--- config.mk ---
export PLATFORM = sky130hd
export DESIGN_NAME = tsr_top
export DESIGN_NICKNAME = d
export VERILOG_FILES = /design/src/rtl/tsr_edge.v /design/src/rtl/tsr_top.v
export VERILOG_INCLUDE_DIRS = /design/src /design/src/rtl
export SDC_FILE = /design/constraint.sdc
export NUM_CORES = 1
export LEC_CHECK = 0
export BUFFER_PORTS_ARGS = -buffer_cell sky130_fd_sc_hd__buf_2
export CELL_PAD_IN_SITES_DETAIL_PLACEMENT = 0
export CELL_PAD_IN_SITES_GLOBAL_PLACEMENT = 1
export CORE_MARGIN = 5
export CORE_UTILIZATION = 34
export CTS_CLUSTER_SIZE = 25
export DETAILED_ROUTE_END_ITERATION = 8
export PLACE_DENSITY = 0.79
export SETUP_SLACK_MARGIN = 0.15
export SLEW_MARGIN = 15
export SYNTH_ARGS = -nofsm -noshare
export SYNTH_HDL_FRONTEND = slang
export SYNTH_HIERARCHICAL = 1
export SYNTH_SLANG_ARGS = --single-unit
--- constraint.sdc ---
create_clock -name clk_i -period 0.8 [get_ports clk_i]
set_input_delay 0.04 -clock clk_i [delete_from_list [all_inputs] [get_ports clk_i]]
set_output_delay 0.04 -clock clk_i [all_outputs]
set_load 0.005 [all_outputs]
--- src/rtl/tsr_regs.vh ---
// constants for the toggling set/clear storage cell
//
// Contract
// - trigger rising edge inverts output when idle
// - set or clear high masks the trigger
// - effective set drives output high
// - effective clear drives output low
// - priority select decides when both high
// - next output from inputs and previous output
// - plain latch: no trigger, clear dominates
// - retentive mode restores output after power loss
// - non-retentive mode clears output after power loss
// - trigger low with clear priority equals latch
`ifndef TSR_REGS_VH
`define TSR_REGS_VH

// stored output value after reset and after a non-retentive power return
`define TSR_Q_RESET 1'h0

// encoding of the priority select input
`define TSR_PRIO_CLEAR_DOMINANT 1'h0
`define TSR_PRIO_FORCE_HIGH_DOMINANT 1'h1

// encoding of the mode select input
`define TSR_MODE_TOGGLE 1'h0
`define TSR_MODE_PLAIN_LATCH 1'h1

// power sequencer state codes
`define TSR_ST_OFF 2'h0
`define TSR_ST_RESTORE 2'h1
`define TSR_ST_RUN 2'h2

// cycles the restore state lasts before normal evaluation resumes
`define TSR_RESTORE_CYCLES 2'h1

`endif

--- src/rtl/tsr_edge.v ---
// registered edge detector for one synchronous level
`timescale 1ns/1ps
`default_nettype none

module tsr_edge #(
  parameter [0:0] INIT = 1'h0
) (
  // clock and reset
  input wire clk_i,
  input wire rst_n_i,
  // sampled level
  input wire level_i,
  // edge results
  output wire rise_o,
  output wire fall_o,
  output wire prev_o
);

  reg level_prev_r;

  // keep last cycle's sample so each cycle compares now against before
  always @(posedge clk_i or negedge rst_n_i) begin
    if (!rst_n_i) begin
      level_prev_r <= INIT;
    end else begin
      level_prev_r <= level_i;
    end
  end

  // a rise is high now and low one cycle ago
  assign rise_o = level_i & ~level_prev_r;
  assign fall_o = ~level_i & level_prev_r;
  assign prev_o = level_prev_r;

endmodule // tsr_edge

`default_nettype wire

--- src/rtl/tsr_top.v ---
// toggling set/clear storage cell with priority select and retention
`timescale 1ns/1ps
`default_nettype none
`include "tsr_regs.vh"

module tsr_top (
  // clock and reset
  input wire clk_i,
  input wire rst_n_i,
  // logic inputs from other blocks
  input wire trg_i,
  input wire set_i,
  input wire clear_i,
  // configuration
  input wire prio_sel_i,
  input wire mode_sel_i,
  input wire retain_en_i,
  // supply state, high while powered
  input wire power_ok_i,
  // stored output
  output wire q_o,
  output wire q_n_o,
  // status
  output wire running_o,
  output wire toggled_o,
  output wire trg_ignored_o,
  output wire conflict_o,
  output wire restored_o
);

  localparam [1:0] ST_OFF = `TSR_ST_OFF;
  localparam [1:0] ST_RESTORE = `TSR_ST_RESTORE;
  localparam [1:0] ST_RUN = `TSR_ST_RUN;

  // reset synchroniser
  reg rst_meta_r;
  reg rst_sync_r;
  wire rst_n;

  // sequencer state
  reg [1:0] state_r;
  reg [1:0] state_nxt;
  reg [1:0] restore_cnt_r;
  reg [1:0] restore_cnt_nxt;

  // stored value and the copy kept across supply loss
  reg q_r;
  reg q_nxt;
  reg q_saved_r;
  reg q_saved_nxt;

  // status pulses
  reg toggled_r;
  reg toggled_nxt;
  reg trg_ignored_r;
  reg trg_ignored_nxt;
  reg conflict_r;
  reg conflict_nxt;
  reg restored_r;
  reg restored_nxt;

  // decode
  wire trg_rise;
  wire pwr_rise;
  wire pwr_fall;
  reg plain_mode;
  reg clear_wins;
  wire trg_gated;
  reg set_eff;
  reg clear_eff;
  reg both_high;
  wire run_eval;

  // release reset through two flops; assertion stays asynchronous
  always @(posedge clk_i or negedge rst_n_i) begin
    if (!rst_n_i) begin
      rst_meta_r <= 1'h0;
      rst_sync_r <= 1'h0;
    end else begin
      rst_meta_r <= 1'h1;
      rst_sync_r <= rst_meta_r;
    end
  end

  assign rst_n = rst_sync_r;

  // trigger edge from current sample against the previous one
  tsr_edge #(
    .INIT (1'h0)
  ) u_trg_edge (
    .clk_i (clk_i),
    .rst_n_i (rst_n),
    .level_i (trg_i),
    .rise_o (trg_rise),
    .fall_o (),
    .prev_o ()
  );

  // supply edges start and stop the evaluation
  tsr_edge #(
    .INIT (1'h0)
  ) u_pwr_edge (
    .clk_i (clk_i),
    .rst_n_i (rst_n),
    .level_i (power_ok_i),
    .rise_o (pwr_rise),
    .fall_o (pwr_fall),
    .prev_o ()
  );

  // plain latch mode forces clear priority and drops the trigger
  always @* begin
    plain_mode = 1'h0;
    clear_wins = 1'h1;
    case (mode_sel_i)
      `TSR_MODE_TOGGLE: begin
        plain_mode = 1'h0;
        clear_wins = (prio_sel_i == `TSR_PRIO_CLEAR_DOMINANT);
      end
      `TSR_MODE_PLAIN_LATCH: begin
        plain_mode = 1'h1;
        clear_wins = 1'h1;
      end
      default: begin
        plain_mode = 1'h0;
        clear_wins = 1'h1;
      end
    endcase
  end

  // a masked edge must never reach the toggle path
  assign trg_gated = trg_rise & ~plain_mode;

  // priority resolution: only one of set and clear is ever effective
  always @* begin
    set_eff = 1'h0;
    clear_eff = 1'h0;
    both_high = 1'h0;
    case ({set_i, clear_i})
      2'h0: begin
        // neither level up; the trigger may act
        set_eff = 1'h0;
      end
      2'h1: begin
        clear_eff = 1'h1;
      end
      2'h2: begin
        set_eff = 1'h1;
      end
      2'h3: begin
        // both up: the priority select, or latch mode, names the winner
        both_high = 1'h1;
        if (clear_wins) begin
          clear_eff = 1'h1;
        end else begin
          set_eff = 1'h1;
        end
      end
      default: begin
        both_high = 1'h0;
      end
    endcase
  end

  // evaluation happens only while powered and past the restore step
  assign run_eval = (state_r == ST_RUN) & power_ok_i;

  // power sequencer
  always @* begin
    state_nxt = state_r;
    restore_cnt_nxt = restore_cnt_r;
    case (state_r)
      ST_OFF: begin
        if (pwr_rise) begin
          state_nxt = ST_RESTORE;
          restore_cnt_nxt = `TSR_RESTORE_CYCLES;
        end
      end
      ST_RESTORE: begin
        if (!power_ok_i) begin
          state_nxt = ST_OFF;
        end else if (restore_cnt_r == 2'h1) begin
          state_nxt = ST_RUN;
          restore_cnt_nxt = 2'h0;
        end else begin
          restore_cnt_nxt = restore_cnt_r - 2'h1;
        end
      end
      ST_RUN: begin
        if (pwr_fall || !power_ok_i) begin
          state_nxt = ST_OFF;
        end
      end
      default: begin
        state_nxt = ST_OFF;
        restore_cnt_nxt = 2'h0;
      end
    endcase
  end

  // next stored value; clear checked first, set second, trigger last
  always @* begin
    q_nxt = q_r; // hold when nothing demands a change
    q_saved_nxt = q_saved_r;
    case (state_r)
      ST_OFF: begin
        // output dark while unpowered; saved copy keeps the last value
        q_nxt = `TSR_Q_RESET;
      end
      ST_RESTORE: begin
        if (power_ok_i) begin
          if (retain_en_i) begin
            q_nxt = q_saved_r;
          end else begin
            q_nxt = `TSR_Q_RESET;
            q_saved_nxt = `TSR_Q_RESET;
          end
        end else begin
          q_nxt = `TSR_Q_RESET;
        end
      end
      ST_RUN: begin
        if (run_eval) begin
          if (clear_eff) begin
            q_nxt = 1'h0;
          end else if (set_eff) begin
            q_nxt = 1'h1;
          end else if (trg_gated) begin
            q_nxt = ~q_r;
          end
          // track the live value so a later loss of supply can restore it
          q_saved_nxt = q_nxt;
        end else begin
          // supply dropped this cycle: freeze saved copy, darken output
          q_nxt = `TSR_Q_RESET;
        end
      end
      default: begin
        q_nxt = `TSR_Q_RESET;
      end
    endcase
  end

  // status pulses, each standing for the one cycle after its evaluating edge
  always @* begin
    toggled_nxt = 1'h0;
    trg_ignored_nxt = 1'h0;
    conflict_nxt = 1'h0;
    restored_nxt = 1'h0;
    case (state_r)
      ST_OFF: begin
        // nothing is evaluated while unpowered
        restored_nxt = 1'h0;
      end
      ST_RESTORE: begin
        // only a retained value counts as restored
        restored_nxt = power_ok_i & retain_en_i;
      end
      ST_RUN: begin
        if (run_eval) begin
          conflict_nxt = both_high;
          // the toggle only lands when neither set nor clear is up
          toggled_nxt = trg_gated & ~set_i & ~clear_i;
          // an edge arriving while set or clear is high has no effect
          trg_ignored_nxt = trg_gated & (set_i | clear_i);
        end
      end
      default: begin
        restored_nxt = 1'h0;
      end
    endcase
  end

  // state registers; reset is a cold start, which also clears the copy
  always @(posedge clk_i or negedge rst_n) begin
    if (!rst_n) begin
      state_r <= ST_OFF;
      restore_cnt_r <= 2'h0;
      q_r <= `TSR_Q_RESET;
      q_saved_r <= `TSR_Q_RESET;
      toggled_r <= 1'h0;
      trg_ignored_r <= 1'h0;
      conflict_r <= 1'h0;
      restored_r <= 1'h0;
    end else begin
      state_r <= state_nxt;
      restore_cnt_r <= restore_cnt_nxt;
      q_r <= q_nxt;
      q_saved_r <= q_saved_nxt;
      toggled_r <= toggled_nxt;
      trg_ignored_r <= trg_ignored_nxt;
      conflict_r <= conflict_nxt;
      restored_r <= restored_nxt;
    end
  end

  // outputs straight from flops, running_o decoded from state_r, so downstream blocks see no glitches
  assign q_o = q_r;
  assign q_n_o = ~q_r;
  assign running_o = (state_r == ST_RUN);
  assign toggled_o = toggled_r;
  assign trg_ignored_o = trg_ignored_r;
  assign conflict_o = conflict_r;
  assign restored_o = restored_r;

endmodule // tsr_top

`default_nettype wire

# Yosys cells after proc, flatten, opt, wreduce, memory -nomap -nowiden

Cells that the tools add are included.

Register bits after elaboration: 14
Bits of input ports: 9
Output and inout port bits: 7

Equality and inequality tests: 11
Bitwise gates (word level): 20
Mux-type cells: 32
Add/subtract/negate cells: 1
Reductions and logical operators: 7

Operator list:

| cell                | count |
|---|---|
| $mux 1              | 18 |
| $mux 2              | 6 |
| $pmux 1 s2          | 6 |
| $pmux 2 s3          | 2 |
| $not 1->1           | 10 |
| $and 1x1->1         | 9 |
| $reduce_and 3->1    | 3 |
| $eq 2x1->1 const B  | 3 |
| $eq 2x2->1 const B  | 3 |
| $ne 2x1->1 const B  | 2 |
| $ne 2x2->1 const B  | 2 |
| $ne 3x3->1 const B  | 1 |
| $logic_not 2->1     | 1 |
| $reduce_bool 2->1   | 1 |
| $sub 2x1->2 const B | 1 |
| $logic_not 1->1     | 1 |
| $logic_or 1x1->1    | 1 |
| $or 1x1->1          | 1 |

# Depth between registers and ports, before layout

Word-level depth: 9
Gate-level depth with buffers: 5

# Modules after synthesis

Netlist, hierarchy kept.

By module, submodules not included:

| module   | area each (µm²) | times used | cells each | seq. area each (µm²) |
|---|---|---|---|---|
| tsr_top  | 613.1           | 1          | 63         | 300.3 |
| tsr_edge | 40.0            | 2          | 3          | 25.0 |

# Least setup slack after synthesis

No wires, ideal clock.

Kind: register -> register
From: register state_r[0]
To: register q_r (netlist: q_o)
Setup time: 0.082 ns
Cell stages (with the launch flop): 6
Required time: 0.718 ns
Clock period less this slack: 1.367 ns
Data arrival time: 1.285 ns
Path slack: -0.567 ns
Path through: dfrtp_1 inv_1 ha_1 nand2_1 a2111o_1 a31oi_1

Word-level cells in the longest chain between the ends: 4
Elaborated cells on any way between the ends: 5
Classes of those cells: 2 x eq/ne; 2 x mux; 1 x bitwise

RTL lines:

| element                | line          | RTL |
|---|---|---|
| from (decl)            | tsr_top.v:41  | `reg [1:0] state_r;` |
| from (signal assigned) | tsr_top.v:286 | `state_r <= state_nxt;` |
| $eq 2x2->1 *           | -             |  |
| net running_o          | tsr_top.v:24  | `output wire running_o,` |
| $and 1x1->1            | tsr_top.v:166 | `assign run_eval = (state_r == ST_RUN) & power_ok_i;` |
| $mux 1                 | tsr_top.v:223 | `if (run_eval) begin` |
| $pmux 1 s2 *           | tsr_top.v:205 | `case (state_r)` |
| net q_nxt              | tsr_top.v:48  | `reg q_nxt;` |
| to (signal assigned)   | tsr_top.v:279 | `` q_r <= `TSR_Q_RESET; `` |
| to (signal assigned)   | tsr_top.v:288 | `q_r <= q_nxt;` |
| to (decl)              | tsr_top.v:47  | `reg q_r;` |

Mark *: on every way through the listed nets, which the timed path passes. The rest lies on a longest branch.
A chain may end at the register's enable or synchronous reset.

# Worst setup path after layout

From: register state_r[0]
To: register q_r (netlist: q_o)

Word-level cells in the longest chain between the ends: 4
Elaborated cells on any way between the ends: 5
Classes of those cells: 2 x eq/ne; 2 x mux; 1 x bitwise

RTL lines:

| element      | line |
|---|---|
| $eq 2x2->1   | tsr_top.v:166, tsr_top.v:205 |
| $and 1x1->1  | tsr_top.v:166 |
| $mux 1       | tsr_top.v:223 |
| $pmux 1 s2 * | tsr_top.v:205 |
| net q_nxt    | tsr_top.v:48 |

Marks and branches as above.

==> flow_summary.json <==
{
  "status": "complete, but fails checks",
  "violations": "hold timing, setup timing",
  "ant_nets": 0,
  "start_util_pct": 35.2,
  "rsz0062_at_grt": "yes",
  "antenna_found_initial": 0,
  "antenna_cells": 0,
  "power.total_mw": 2.96,
  "layout.nets": 123,
  "clock_latency_ns": 0.27,
  "fin_crit_sh_pct": 167,
  "synth_warnings": 6,
  "fin_ws_ns": -0.540,
  "drc": 0,
  "wire_per_inst_microns": 11.7,
  "fin_crit_ns": 1.34,
  "die-area_sq_um": 3010,
  "cap_violations": 0,
  "worstHoldStart": "clear_i",
  "htree_levels": 1,
  "num_vias": 621,
  "whs_ns": -0.0369,
  "cts_buffer_depth": 2,
  "utilization_pct": 58.3,
  "syn_area_sq_um": 684,
  "criticalPathCategory": "reg2reg",
  "fin_area_sq_um": 1130,
  "dp_cells": 128,
  "leakage_nw": 0.540,
  "die_x_microns": 54.9,
  "die_y_microns": 54.9,
  "met1_usage_pct": 14.5,
  "instances_no_fill": 135,
  "synth_area_per_cell_sq_um": 10.1,
  "grt_pass1_wl_microns": 2660,
  "io_pins": 16,
  "post-place-ws_ns": -0.581,
  "startpoint_type": "register",
  "path_clk_slew_ns": 0.08,
  "cts_root_buffer": "clkbuf_4",
  "vdd_drop_max_mv": 1.28,
  "grt_busiest_layer": "met2",
  "first_global_vias": 628,
  "vias_per_cell": 4.60,
  "cts_tree": "done",
  "drt_iter0_markers": 3,
  "syn-instance-count": 68,
  "grt_max_degree": 13,
  "grt_usage_pct": 12.9,
  "numCtsBuffers": 3,
  "place.gp.congestion": 0.811,
  "drt_wl_total_microns": 1580,
  "area_delta_synth_final_pct": 65.4,
  "overflow": 0,
  "rr_worst_depth": 5,
  "min_to": "toggled_o$_DFF_PN0_",
  "io_buffers": 15,
  "r2r-start": "state_r[0]$_DFFE_PN0P_",
  "required_ns": 0.99,
  "met3_usage_pct": 4.90,
  "r2r_slack_ns": -0.54,
  "syn-num-nets": 81,
  "end_kind": "register",
  "drtPass1Iterations": 4,
  "setup_tns_ns": -4.99,
  "r2r-end": "q_o$_DFF_PN0_",
  "critPathMaxFanout": 5,
  "min-delay-path-class": "in2reg",
  "max_freq_ghz": 0.746,
  "p_per_area_nw_per_um2": 2610,
  "dpl.hpwl_microns": 1180,
  "finalSetupViolCount": 13,
  "core_area_sq_um": 1940,
  "num_rows": 16,
  "hold_viol": 1,
  "slew_violations": 0,
  "fin_skew_ns": 0.000585,
  "place_area_sq_um": 968,
  "holdPathStages": 2,
  "cts_sinks": 14,
  "cts_hold_buffers": 2,
  "drive_gt1_share_pct": 54.6,
  "crit_arrival_ns": 1.53,
  "grt_use_met2_pct": 22.2
}
## area by class of cell
| cell class | count | area (sq um) |
|---|---|---|
| fill | 180 | 810 |
| inverter | 6 | 22.5 |
| sequential | 14 | 350 |
| multi-input combinational | 47 | 415 |
| tap | 27 | 33.8 |
| timing repair buffer | 38 | 288 |
| clock buffer | 3 | 22.5 |
## report_power, final
group          switching (mW)  internal, mW  leakage (nW)
registers              0.0853         0.832         0.180
clock network           0.217         0.174        0.0138
logic                   0.669         0.980         0.346
total                   0.972          1.99         0.540
## what timing repair did
action,CTS,global route
pin swaps,4,3
cloned,0,0
endpoints found under the hold margin,4,1
setup endpoints to repair,17,17
resized for setup,17,8
setup buffers,1,1
## layout by cell type (no fill, tap or decap), types with 2 or more instances in the layout
| cell type | n |
|---|---|
| inv_1 | 3 |
| clkbuf_4 | 3 |
| nor2b_4 | 3 |
| dlygate4sd3_1 | 2 |
| nand2_2 | 2 |
| buf_2 | 13 |
| nand2_1 | 4 |
| nand3_1 | 3 |
| inv_2 | 3 |
| nor2b_1 | 4 |
| buf_4 | 15 |
| nand3b_1 | 3 |
| ha_4 | 3 |
| nor2_1 | 6 |
| dfrtp_1 | 14 |
| o21ai_0 | 2 |
| buf_6 | 8 |
## registers in the layout, summed over array words and instances (netlist names)
| signal | count |
|---|---|
| restore_cnt_r | 2 |
| state_r | 2 |
| conflict_o | 1 |
| q_o | 1 |
| q_saved_r | 1 |
| restored_o | 1 |
| rst_meta_r | 1 |
| rst_n | 1 |
| toggled_o | 1 |
| trg_ignored_o | 1 |
| u_pwr_edge/prev_o | 1 |
| u_trg_edge/prev_o | 1 |
## worst max-delay path by stage
stage                                 startpoint                      endpoint  slack (ns)  depth (start not counted)
after floorplan           state_r[0]$_DFFE_PN0P_  restore_cnt_r[1]$_DFFE_PN0P_       -0.49                          5
after global routing      state_r[0]$_DFFE_PN0P_        state_r[1]$_DFFE_PN0P_       -0.61                          6
after detailed placement  state_r[0]$_DFFE_PN0P_  restore_cnt_r[1]$_DFFE_PN0P_       -0.58                          5
after global placement    state_r[0]$_DFFE_PN0P_  restore_cnt_r[1]$_DFFE_PN0P_       -0.57                          5
final                     state_r[0]$_DFFE_PN0P_                 q_o$_DFF_PN0_       -0.54                          5
after CTS                 state_r[0]$_DFFE_PN0P_        state_r[0]$_DFFE_PN0P_       -0.55                          5
## metal layers
metal / wire [microns] / vias up
met5: 0 / -
met4: 10 / 0
met3: 63 / 2
met2: 859 / 9
met1: 645 / 302
li1: - / 308
## critical path, stage by stage, from the launching register on
cell and delay [ns]:
dfrtp_1 0.44, inv_2 0.12, ha_4 0.17, nand2_2 0.06, a2111o_1 0.31, a31oi_1 0.16
Power figures use the tool's default switching activity.
